File: src/inc/pfs_pkg.sv
`default_nettype none
package pfs_pkg;
  // Clock rate and derived one-millisecond tick
  localparam int unsigned CLK_HZ = 250_000_000;
  localparam int unsigned MS_NS = 1_000_000;
  localparam int unsigned CLK_NS = 4;
  localparam int unsigned MS_CYCLES = MS_NS / CLK_NS;
  // Over-power timing in milliseconds
  localparam int unsigned OP_BAND_MS = 20_000;
  localparam int unsigned OP_HIGH_MS = 1_000;
  // Zero-reference hold when leaving crowbar, in milliseconds
  localparam int unsigned VZERO_MS = 20;
  // Fault classes, index into the fault vector
  localparam int unsigned NFLT = 10;
  localparam int unsigned F_CSENS = 0;
  localparam int unsigned F_DCLINK = 1;
  localparam int unsigned F_CROWBAR = 2;
  localparam int unsigned F_OTEMP = 3;
  localparam int unsigned F_OUT_OC = 4;
  localparam int unsigned F_IN_OC = 5;
  localparam int unsigned F_OPOWER = 6;
  localparam int unsigned F_FAN = 7;
  localparam int unsigned F_EXTIL = 8;
  localparam int unsigned F_PARAL = 9;
  // First-fault code: 0 means none, else class index plus one
  localparam logic [3:0] FCODE_NONE = 4'h0;
  // Thresholds, in sensor units (power W, current A, temp C, mV)
  localparam logic [15:0] P_RATED_W = 16'h026B;
  localparam logic [15:0] P_CONT_W = 16'h0278;
  localparam logic [15:0] P_BAND_W = 16'h028B;
  localparam logic [15:0] OV_MV = 16'h30D4;
  localparam logic [7:0] I_FULL_A = 8'h78;
  localparam logic [7:0] T_DCDC_ON = 8'h27;
  localparam logic [7:0] T_DISS_ON = 8'h2D;
  localparam logic [7:0] T_FAN_OFF = 8'h21;
  localparam logic [7:0] FAN_MAX = 8'hFF;
  localparam logic [7:0] FAN_ZERO = 8'h00;
  // Supervisor states
  typedef enum logic [1:0] {
    PFS_OFF = 2'b00,
    PFS_RELEASE = 2'b01,
    PFS_ON = 2'b11
  } pfs_state_e;
endpackage : pfs_pkg
`default_nettype wire

File: src/rtl/pfs_timer.sv
`timescale 1ns/100ps
`default_nettype none
// Millisecond duration counter, restarts whenever run drops
module pfs_timer
  import pfs_pkg::*;
(
  input wire logic clk, // System clock
  input wire logic rst_n, // Synchronous reset, low
  input wire logic tick, // One-millisecond enable
  input wire logic run, // Condition being timed
  input wire logic [15:0] limit, // Duration in ms
  output logic expired // Condition lasted the limit
);
  logic [15:0] cnt_q;
  logic [15:0] cnt_d;
  wire at_limit = (cnt_q >= limit);

  // Hold at limit, clear when not running
  assign cnt_d = !run ? 16'h0000 :
                 (tick && !at_limit) ? cnt_q + 16'h0001 : cnt_q;
  assign expired = run && at_limit;

  // Counter register
  always_ff @(posedge clk) begin
    if (!rst_n) begin
      cnt_q <= 16'h0000;
    end else begin
      cnt_q <= cnt_d;
    end
  end
endmodule : pfs_timer
`default_nettype wire

File: src/rtl/pfs_supervisor.sv
`timescale 1ns/100ps
`default_nettype none
// What this block does
// - Any of ten fault classes disables output
// - DC link fault: bulk off, malfunction, overcurrent
// - Fan fault: blocked or below commanded speed
// - Display only the first detected fault
// - Unlimited operation up to two percent over
// - Two to five percent over trips after 20s
// - Table conflict resolved: 20 s band used
// - Over five percent trips after one second
// - AC/DC fans on with bulk, follow power unless sinking
// - DC/DC fans follow current, full at 120A
// - DC/DC fans: hysteresis 39 up, 33 off
// - Dissipative fans on sinking; 45 up, 33 off
// - Master detects slave, else standalone
// - Parallel fault on link loss or mismatch
// - Closed enable contact enables output
// - Interlock contact faults, polarity selectable
// - Closed reset contact clears faults whose cause is gone
// - Fault contact closed when fault free
// - Changeover relay follows output enable
// - Settings ignore interlock, enable, reset contacts
// - Crowbar on disable, overvoltage or fault
// - Leave crowbar only on command, no faults
// - Button toggles output, tries fault reset
// - Auto enable after blackout with bulk on
module pfs_supervisor
  import pfs_pkg::*;
(
  input wire logic clk, // System clock, 250 MHz
  input wire logic rst_n, // Synchronous reset, low
  input wire logic bulk_on, // Bulk mains switch on
  input wire logic csens_err, // Current sensor malfunction
  input wire logic bulk_err, // Bulk converter malfunction
  input wire logic dclink_oc, // DC link overcurrent
  input wire logic crowbar_err, // Crowbar malfunction
  input wire logic otemp, // Section over temperature
  input wire logic out_oc, // Output overcurrent
  input wire logic in_oc, // Input overcurrent
  input wire logic [7:0] fan_blocked, // Per-fan stall
  input wire logic [7:0] fan_slow, // Per-fan below target
  input wire logic [15:0] vout_mv, // Output voltage magnitude
  input wire logic [15:0] pout_w, // Output power magnitude
  input wire logic sinking, // Power flows from load
  input wire logic [7:0] iout_a, // Output current magnitude
  input wire logic [7:0] t_dcdc, // DC/DC section temperature
  input wire logic [7:0] t_diss, // Dissipative section temp
  input wire logic is_master, // Configured as master
  input wire logic slave_present, // Slave answers on link
  input wire logic link_err, // Parallel link failure
  input wire logic cfg_mismatch, // Inconsistent unit config
  input wire logic button, // Front toggle, one-cycle press
  input wire logic enable_contact, // Enable dry contact closed
  input wire logic intlk_contact, // Interlock contact closed
  input wire logic reset_contact, // Fault reset contact closed
  input wire logic intlk_invert, // Interlock active when open
  input wire logic intlk_ignore, // Ignore interlock input
  input wire logic enable_ignore, // Ignore enable contact
  input wire logic reset_ignore, // Ignore reset contact
  output logic out_enable, // DC/DC stage enabled
  output logic crowbar_on, // Output short active
  output logic vref_zero, // Force voltage reference to 0
  output logic fault_contact_closed, // Closed while fault free
  output logic relay_no_closed, // Normally-open tap closed
  output logic relay_nc_closed, // Normally-closed tap closed
  output logic [9:0] fault_q_o, // Latched fault classes
  output logic [3:0] first_fault, // Code of first fault
  output logic slave_active, // Master running with slave
  output logic [7:0] fan_acdc, // AC/DC fan speed
  output logic [7:0] fan_dcdc, // DC/DC fan speed
  output logic [7:0] fan_diss // Dissipative fan speed
);
  pfs_state_e st_q;
  pfs_state_e st_d;
  logic [NFLT-1:0] flt_q;
  logic [NFLT-1:0] flt_d;
  logic [NFLT-1:0] cause;
  logic [3:0] first_q;
  logic [3:0] first_d;
  logic [17:0] div_q;
  logic tick_q;
  logic [15:0] zero_q;
  logic en_prev_q;
  logic rst_prev_q;
  logic boot_q;
  logic dcdc_hot_q;
  logic diss_hot_q;
  logic band_exp;
  logic high_exp;
  logic ov_q;

  // Millisecond enable from the system clock
  wire div_end = (div_q == 18'(MS_CYCLES - 1));
  always_ff @(posedge clk) begin
    if (!rst_n || div_end) begin
      div_q <= 18'h00000;
    end else begin
      div_q <= div_q + 18'h00001;
    end
  end
  always_ff @(posedge clk) begin
    if (!rst_n) begin
      tick_q <= 1'b0;
    end else begin
      tick_q <= div_end;
    end
  end

  // Over-power bands
  wire in_band = (pout_w > P_CONT_W) && (pout_w <= P_BAND_W);
  wire in_high = (pout_w > P_BAND_W);

  // Band timer, 20 s resolves the table conflict
  pfs_timer u_band (
    .clk(clk),
    .rst_n(rst_n),
    .tick(tick_q),
    .run(in_band || in_high),
    .limit(16'(OP_BAND_MS)),
    .expired(band_exp)
  );

  // High band timer
  pfs_timer u_high (
    .clk(clk),
    .rst_n(rst_n),
    .tick(tick_q),
    .run(in_high),
    .limit(16'(OP_HIGH_MS)),
    .expired(high_exp)
  );

  // Interlock polarity and ignore setting
  wire intlk_act = !intlk_ignore && (intlk_contact ^ intlk_invert);

  // Raw fault causes
  always_comb begin
    cause = '0;
    cause[F_CSENS] = csens_err;
    cause[F_DCLINK] = !bulk_on || bulk_err || dclink_oc;
    cause[F_CROWBAR] = crowbar_err || ov_q;
    cause[F_OTEMP] = otemp;
    cause[F_OUT_OC] = out_oc;
    cause[F_IN_OC] = in_oc;
    cause[F_OPOWER] = band_exp || high_exp;
    cause[F_FAN] = |(fan_blocked | fan_slow);
    cause[F_EXTIL] = intlk_act;
    cause[F_PARAL] = link_err || cfg_mismatch;
  end

  // Contact edges and reset request
  wire en_rise = enable_contact && !en_prev_q && !enable_ignore;
  wire rst_rise = reset_contact && !rst_prev_q && !reset_ignore;
  wire btn_off = button && (st_q == PFS_ON);
  wire btn_on = button && (st_q == PFS_OFF);
  wire reset_req = rst_rise || btn_on;

  // Faults latch; clear only on reset with cause gone
  assign flt_d = cause | (flt_q & ~(reset_req ? ~cause : '0));
  wire any_flt = |flt_d;

  // First detected fault, lowest index wins a tie
  logic [3:0] new_code;
  always_comb begin
    new_code = FCODE_NONE;
    for (int i = NFLT - 1; i >= 0; i--) begin
      if (flt_d[i] && !flt_q[i]) begin
        new_code = 4'(i + 1);
      end
    end
  end
  // Lowest-index fault still held, shown once the first one clears
  logic [3:0] keep_code;
  always_comb begin
    keep_code = FCODE_NONE;
    for (int i = NFLT - 1; i >= 0; i--) begin
      if (flt_d[i] && flt_q[i]) begin
        keep_code = 4'(i + 1);
      end
    end
  end
  wire [3:0] pick_code = (keep_code != FCODE_NONE) ? keep_code : new_code;
  assign first_d = !any_flt ? FCODE_NONE :
                   (first_q == FCODE_NONE ||
                    !flt_d[first_q - 4'h1]) ? pick_code : first_q;

  // Enable request: contact, button, or power-up recovery
  wire on_req = en_rise || btn_on || (boot_q && bulk_on);

  // Output state machine
  always_comb begin
    st_d = st_q;
    unique case (st_q)
      PFS_OFF: begin
        if (on_req && !any_flt) begin
          st_d = PFS_RELEASE;
        end
      end
      PFS_RELEASE: begin
        if (any_flt) begin
          st_d = PFS_OFF;
        end else if (zero_q == 16'(VZERO_MS)) begin
          st_d = PFS_ON;
        end
      end
      PFS_ON: begin
        if (any_flt || btn_off) begin
          st_d = PFS_OFF;
        end
      end
    endcase
  end

  // State, faults, edges and flags
  always_ff @(posedge clk) begin
    if (!rst_n) begin
      st_q <= PFS_OFF;
      flt_q <= '0;
      first_q <= FCODE_NONE;
      en_prev_q <= 1'b0;
      rst_prev_q <= 1'b0;
      boot_q <= 1'b1;
      ov_q <= 1'b0;
    end else begin
      st_q <= st_d;
      flt_q <= flt_d;
      first_q <= first_d;
      en_prev_q <= enable_contact;
      rst_prev_q <= reset_contact;
      boot_q <= boot_q && !bulk_on;
      ov_q <= (vout_mv > OV_MV);
    end
  end

  // Zero-reference hold counter during release
  always_ff @(posedge clk) begin
    if (!rst_n || st_q != PFS_RELEASE) begin
      zero_q <= 16'h0000;
    end else if (tick_q && zero_q != 16'(VZERO_MS)) begin
      zero_q <= zero_q + 16'h0001;
    end
  end

  // Hysteresis of the DC/DC and dissipative sections
  always_ff @(posedge clk) begin
    if (!rst_n) begin
      dcdc_hot_q <= 1'b0;
      diss_hot_q <= 1'b0;
    end else begin
      if (t_dcdc > T_DCDC_ON) begin
        dcdc_hot_q <= 1'b1;
      end else if (t_dcdc < T_FAN_OFF) begin
        dcdc_hot_q <= 1'b0;
      end
      if (t_diss > T_DISS_ON) begin
        diss_hot_q <= 1'b1;
      end else if (t_diss < T_FAN_OFF) begin
        diss_hot_q <= 1'b0;
      end
    end
  end

  // Fan speed targets
  wire [15:0] i_scaled = 16'(iout_a) * 16'h00FF / 16'(I_FULL_A);
  wire [7:0] dcdc_lin = (iout_a >= I_FULL_A) ? FAN_MAX : i_scaled[7:0];
  wire [7:0] dcdc_spd = dcdc_hot_q ? FAN_MAX : dcdc_lin;
  wire [7:0] diss_spd = diss_hot_q ? FAN_MAX :
                        (sinking ? 8'h80 : FAN_ZERO);
  wire [7:0] pw_spd = (pout_w >= P_BAND_W) ? FAN_MAX : pout_w[9:2];
  wire [7:0] acdc_spd = !bulk_on ? FAN_ZERO :
                        (sinking ? 8'h40 :
                         (pw_spd < 8'h40 ? 8'h40 : pw_spd));

  // Registered outputs
  always_ff @(posedge clk) begin
    if (!rst_n) begin
      out_enable <= 1'b0;
      crowbar_on <= 1'b1;
      vref_zero <= 1'b1;
      fault_contact_closed <= 1'b0;
      relay_no_closed <= 1'b0;
      relay_nc_closed <= 1'b1;
      fault_q_o <= '0;
      first_fault <= FCODE_NONE;
      slave_active <= 1'b0;
      fan_acdc <= FAN_ZERO;
      fan_dcdc <= FAN_ZERO;
      fan_diss <= FAN_ZERO;
    end else begin
      out_enable <= (st_d == PFS_ON);
      crowbar_on <= (st_d == PFS_OFF) || ov_q || any_flt;
      vref_zero <= (st_d != PFS_ON);
      fault_contact_closed <= !any_flt;
      relay_no_closed <= (st_d == PFS_ON);
      relay_nc_closed <= (st_d != PFS_ON);
      fault_q_o <= flt_d;
      first_fault <= first_d;
      slave_active <= is_master && slave_present && !link_err;
      fan_acdc <= acdc_spd;
      fan_dcdc <= dcdc_spd;
      fan_diss <= diss_spd;
    end
  end
endmodule : pfs_supervisor
`default_nettype wire

File: config.mk
export PLATFORM = sky130hd
export DESIGN_NAME = pfs_supervisor
export DESIGN_NICKNAME = d
export VERILOG_FILES = /design/src/inc/pfs_pkg.sv /design/src/rtl/pfs_timer.sv /design/src/rtl/pfs_supervisor.sv
export SDC_FILE = /design/constraint.sdc
export NUM_CORES = 1
export LEC_CHECK = 0
export BUFFER_PORTS_ARGS = -buffer_cell sky130_fd_sc_hd__buf_2
export CORE_MARGIN = 2
export CORE_UTILIZATION = 52
export DETAILED_ROUTE_END_ITERATION = 6
export GPL_TIMING_DRIVEN = 0
export PLACE_DENSITY = 0.78
export SYNTH_ARGS = -nofsm -noshare
export SYNTH_HDL_FRONTEND = slang
export SYNTH_SLANG_ARGS = --single-unit
export TNS_END_PERCENT = 30
File: constraint.sdc
create_clock -name clk -period 7.5 [get_ports clk]
set_input_delay 0.75 -clock clk [delete_from_list [all_inputs] [get_ports clk]]
set_output_delay 0.75 -clock clk [all_outputs]
set_load 0.03 [all_outputs]
==> results_dict.tcl, run 1 <==
set metrics [dict create \
    status "complete, no violations" \
    die_h_um 130.0 \
    io_buffers 139 \
    placedCellCount 1350 \
    grt-ovfl-total 0 \
    syn-cell-area_mm2 0.008253 \
    h-tree-depth 3 \
    ys.warnings.count 0 \
    hold_buffers 0 \
    critPathMostFrequentCell "fa_1" \
    routed_wl_um 19660 \
    path_max_fanout 9 \
    core_area_mm2 0.01571 \
    required_ns 7.73 \
    synth_seq_cells 112 \
    layout-area-overhead-vs-synth_pct 21.44 \
    startpoint_type "primary input" \
    arrival_ns 7.53 \
    critPathKind "in -> reg" \
    grt_use_met3_pct 2.788 \
    clock_latency_ns 0.35 \
    synth_top_flop_cell "dfxtp_1" \
    num_rows 46 \
    synth_nets 1168 \
    finalCritPeriodShare_pct 97.33 \
    grt_pass1_vias 6850 \
    slew-limit-headroom_pct 39.00 \
    antenna_cells 0 \
    post-route-min-period_ns 7.300 \
    min_path_type "reg -> reg" \
    dieArea_mm2 0.01689 \
    fin_tns_setup_ns 0 \
    gr-usage-met2_pct 39.76 \
    setup_viol 0 \
    initial_core_util_pct 52.52 \
    tritoncts.num_buffers 9 \
    syn_avg_cell_area_um2 8.294 \
    critPathMaxStageDelay_ns 0.57 \
    drtPass1Iterations 5 \
    grt_antenna_before_repair 0 \
    cp-end-kind "flip-flop" \
    cts_tree "done" \
    max_freq_ghz 0.1370 \
    finalMaxSlewViolations 0 \
    synth_edf_count 0 \
    fin_skew_ns 0.007057 \
    postRouteAntennaNets 0 \
    vias 7642 \
    use_met1_pct 29.27 \
    layout.nets 1338 \
    hpwl_um 15030 \
    wl_per_cell_um 14.18 \
    tightest_slew_ns 0.9150 \
    synth_cell_types 96 \
    cts_buffer_depth 2 \
    cp_slowest_cell "fa_1" \
    root_buffer "clkbuf_16" \
    max_cap_viol_count 0 \
    cts_sinks 112 \
    routed_via_density 5.514 \
    layout.cells.non_filler 1386 \
    gp_congestion 0.9174 \
    grt_start_max_net_pins 20 \
    synth_cells 995 \
    drc 0 \
    io_pins 140 \
    drive_gt1_share_pct 23.08 \
    fill_cells 1358 \
    grt_pass1_wl_um 31340 \
    path_clk_slew_ns 0.07 \
    yosysSeqAreaShare_pct 27.17 \
    async_reset_ff_share_pct 0 \
    drt-initial-drc-count 430 \
    grt_busiest_layer "met2" \
    die_x_um 130.0 \
    grt_usage_pct 22.50 \
    hold_viol_final 0 \
]
-- critical path: cells and delay by family --
kind / cells / cell delay (ns)
adders and majority gates: 6 / 2.63
muxes: 1 / 0.39
buffers and inverters: 5 / 0.63
AOI/OAI and AO/OA: 10 / 2.12
and+or+nand+nor: 4 / 0.99
-- flip-flops by register name, summed over array words and instances, names as in the netlist, 2 cells and up --
signal        count
div_q            18
fan_acdc          8
fan_dcdc          8
fan_diss          2
fault_q_o        10
first_fault       4
st_q              2
u_band.cnt_q     16
u_high.cnt_q     16
zero_q           16
-- synth_stat cells, types with 5 or more instances --
library cell,number,share of area [%]
xor2_1,39,4.1
nand4_1,19,1.4
or3_1,11,0.83
ha_1,50,7.6
a211oi_1,14,1.3
nand2_1,74,3.4
nor3_1,12,0.73
a21o_1,10,0.91
fa_1,28,6.8
xnor2_1,30,3.2
inv_1,81,3.7
o21ai_0,38,2.3
nor4_1,20,1.5
o211ai_1,11,1.0
mux2i_1,7,0.85
nand3_1,18,1.1
nand2b_1,13,0.99
and2_1,18,1.4
buf_4,8,0.73
o21a_1,6,0.55
a21oi_1,59,3.6
a31oi_1,8,0.61
a22oi_1,7,0.64
o22ai_1,6,0.45
nor2_1,138,6.3
dfxtp_1,112,27
clkbuf_1,15,0.68
nor2b_1,5,0.38
and3_1,18,1.4
-- cell usage in the layout (no fill, tap or decap), drive strengths merged, types with 5 or more instances in the layout --
master  synthesis  routed
buf            16     171
nor2          138     138
dfxtp         112     112
inv            81      82
nand2          74      74
a21oi          64      64
ha             50      50
o21ai          44      44
xor2           39      39
xnor2          32      32
clkbuf         16      29
fa             28      28
nor4           20      20
and2           20      20
nand4          19      19
and3           18      18
nand3          18      18
a211oi         18      18
nor3           14      14
o211ai         14      14
nand2b         13      13
or3            11      11
a21o           11      11
a31oi           8       8
a22oi           7       7
mux2i           7       7
o22ai           7       7
o21a            6       6
nor2b           5       5
o21bai          5       5
or2             5       5
-- cell families (layout without fill, tap and decap cells) --
| logic type | Yosys count | count (layout) | share of synthesized area (%) |
|---|---|---|---|
| DFF | 112 | 112 | 27.17 |
| muxes | 10 | 10 | 1.531 |
| buffers and inverters | 113 | 288 | 5.943 |
| and+or+nand+nor | 375 | 375 | 22.32 |
| xor gates and xnor gates | 71 | 71 | 7.717 |
| AOI/OAI and AO/OA | 233 | 233 | 20.57 |
| adders and majority gates | 81 | 81 | 14.75 |
-- area by class of cell --
type                            instances  area (µm²)  area share (%)
Multi-Input combinational cell        770        5823           58.10
Sequential cell                       112        2242           22.37
Timing Repair Buffer                  159       877.1           8.752
Inverter                               81       311.5           3.109
Tap cell                              216       270.3           2.697
Clock buffer                            9       225.2           2.247
Buffer                                 32       195.2           1.948
Clock inverter                          7       77.57          0.7740
-- metrics by stage --
step / setup WS (ns) / hold WS (ns) / utilization [%] / instance area (µm²)
4_1_cts: 0.004062 / 0.4335 / 61.32 / 9634
3_3_place_gp: -0.4963 / 0.4141 / 58.67 / 9219
6_report: 0.2004 / 0.4321 / 63.78 / 10020
2_1_floorplan: 0.2700 / 0.4081 / - / 8253
5_1_grt: -0.07538 / 0.4520 / 63.78 / 10020
3_5_place_dp: -0.5433 / 0.4224 / 58.67 / 9219
-- path summary, 6_finish.rpt --
check,startpoint,to,slack (ns),cells past startpoint
worst max register to register,u_high.cnt_q[10],first_fault[3],4.03,13
worst min register to register,u_band.cnt_q[15],u_band.cnt_q[15],0.43,2
worst max-delay path,iout_a[6],fan_dcdc[0],0.20,26
worst min-delay path,u_band.cnt_q[15],u_band.cnt_q[15],0.43,2
-- layer usage --
layer	wire length, µm	vias up
li1	-	3842
met1	8857	3586
met2	9745	195
met3	804	19
met4	249	0
met5	0	-
-- repair_timing --
action | in CTS | in global routing
setup endpoints to repair | 2 | 3
pin swaps | 2 | 28
resized for setup | 16 | 54
buffers inserted | 1 | 20
Power of run 1 is not shown: default switching activity piles up to over one toggle a cycle in this logic, so the estimate is an artifact.
==> inputs of run 2 (changes only) <==
--- a/config.mk
+++ b/config.mk
@@ -11,6 +11,7 @@
 export DETAILED_ROUTE_END_ITERATION = 6
 export GPL_TIMING_DRIVEN = 0
 export PLACE_DENSITY = 0.78
+export RECOVER_POWER = 25
 export SYNTH_ARGS = -nofsm -noshare
 export SYNTH_HDL_FRONTEND = slang
 export SYNTH_SLANG_ARGS = --single-unit
==> run 2 against run 1 <==
  * Critical path depth grew 1
  * Final area is 0.41% lower
  * Clock-buffer cell count unchanged
  * Global-route usage unchanged
  * Clock skew about the same
  * Worst hold slack about the same
  * Die area is the same
  * Core utilization shrank 0.26 points
  * Wire length hardly changed
  * Highest routed layer unchanged
==> results_dict.tcl, run 2 (synthesis results as in run 1) <==
set metrics [dict create \
    status "complete, no violations" \
    max_cap_viol_count 0 \
    die_x_um 130.0 \
    min_from "u_band.cnt_q[15]" \
    io_buffers 139 \
    pre_cts_ws_ns -0.5433 \
    ff2ff_path_depth 13 \
    layout_common_cells "138 x nor2_1, 112 x dfxtp_1, 102 x buf_2" \
    drive_gt1_share_pct 20.26 \
    hpwl_um 15030 \
    final_common_cell "nor2_1" \
    wl_per_cell_um 14.18 \
    layout.nets 1338 \
    postRouteAntennaNets 0 \
    cts_buffer_depth 2 \
    io_pins 140 \
    critPathKind "in -> reg" \
    final_util_pct 63.52 \
    slew-limit-headroom_pct 38.54 \
    cts_tree "done" \
    required_ns 7.73 \
    cp_slowest_cell "fa_1" \
    grt-ovfl-total 0 \
    grt_usage_pct 22.50 \
    grt_pass1_vias 6850 \
    finalInstanceArea_mm2 0.009981 \
    setup_viol 0 \
    max_freq_ghz 0.1375 \
    fin_tns_setup_ns 0 \
    h-tree-depth 3 \
    core_area_mm2 0.01571 \
    antenna_cells 0 \
    dieArea_mm2 0.01689 \
    r2r_end "first_fault[3]" \
    hold-path-endpoint "u_band.cnt_q[15]" \
    gp_congestion 0.9174 \
    path_max_fanout 9 \
    tightest_slew_ns 0.9219 \
    critPathMaxStageDelay_ns 0.57 \
    root_buffer "clkbuf_16" \
    num_rows 46 \
    grt_antenna_before_repair 0 \
    initial_core_util_pct 52.52 \
    fin_skew_ns 0.006724 \
    cts_sinks 112 \
    arrival_ns 7.50 \
    drtPass1Iterations 5 \
    routed_wl_um 19660 \
    rr_startpoint "u_high.cnt_q[10]" \
    startpoint_type "primary input" \
    tritoncts.num_buffers 9 \
    top_register "div_q" \
    routed_via_density 5.512 \
    hold_path_depth 2 \
    hold_viol_final 0 \
    path_clk_slew_ns 0.07 \
    cp-end-kind "flip-flop" \
    drt-initial-drc-count 458 \
    post-route-min-period_ns 7.271 \
    drc 0 \
    setup_ws_ns 0.2295 \
    place_area_mm2 0.009219 \
    finalMaxSlewViolations 0 \
    critPathMostFrequentCell "fa_1" \
    min_path_type "reg -> reg" \
    finalCritPeriodShare_pct 96.94 \
    layout-area-overhead-vs-synth_pct 20.94 \
    fill_cells 1381 \
    grt_start_max_net_pins 20 \
    clock_latency_ns 0.35 \
    largest_register_ffs 18 \
    vias 7639 \
    grt_pass1_wl_um 31340 \
    ff2ff_setup_slack_ns 4.04 \
    die_h_um 130.0 \
]
-- run 2: changes by cell type in the layout (fill, tap and decap cells not counted) --
cell      change
and2_1        -4
and2_0        +4
clkbuf_1     +33
buf_2        -33
-- run 2: worst max path at each step --
stage | startpoint | endpoint | slack [ns] | cells past startpoint
4_1_cts | iout_a[5] | fan_dcdc[0] | 0.004 | 27
3_3_place_gp | iout_a[5] | fan_dcdc[0] | -0.50 | 26
5_1_grt | iout_a[6] | fan_dcdc[0] | -0.08 | 26
2_1_floorplan | iout_a[6] | fan_dcdc[0] | 0.27 | 25
6_report | iout_a[6] | fan_dcdc[0] | 0.23 | 27
3_5_place_dp | iout_a[5] | fan_dcdc[0] | -0.54 | 26
-- run 2: layout make-up --
type | count | area, µm² | share of cell area (%)
clock buffers | 9 | 225.2 | 2.256
multi-input cells | 770 | 5823 | 58.34
inverters | 81 | 311.5 | 3.121
clock inverters | 7 | 77.57 | 0.7772
flip-flops and latches | 112 | 2242 | 22.46
plain buffers | 32 | 195.2 | 1.956
repair buffers | 159 | 835.8 | 8.374
well taps | 216 | 270.3 | 2.708
-- run 2: per-stage QoR --
step | hold slack [ns] | std cells
2_1_floorplan | 0.4081 | 995
3_3_place_gp | 0.4141 | 1350
3_5_place_dp | 0.4224 | 1350
4_1_cts | 0.4335 | 1367
5_1_grt | 0.4520 | 1386
6_report | 0.4318 | 1386
-- run 2: per-layer routing --
layer  vias to the layer above  global-route usage [%]  share of wire, %
li1                       3842                       -                 -
met4                         0                   5.693               1.3
met3                        19                   2.788               4.4
met5                         -                       0                 0
met1                      3585                   29.27                45
met2                       193                   39.76                49
-- run 2: worst max-delay path, delay by kind of cell --
family / cells / cell delay (ns)
adders and majority gates: 6 / 2.63
AOI/OAI and AO/OA: 8 / 1.79
and+or+nand+nor: 6 / 1.33
buffers and inverters: 6 / 0.80
xor gates and xnor gates: 1 / 0.22
-- run 2: timing repair --
| action | in CTS | in global routing |
|---|---|---|
| resized for setup | 16 | 54 |
| hold buffers | 0 | 0 |
| hold endpoints to repair | 0 | 0 |
| pin swaps | 2 | 28 |
| endpoints found under the setup margin | 2 | 3 |
| setup buffers | 1 | 20 |
Power of run 2 is left out for the same reason.
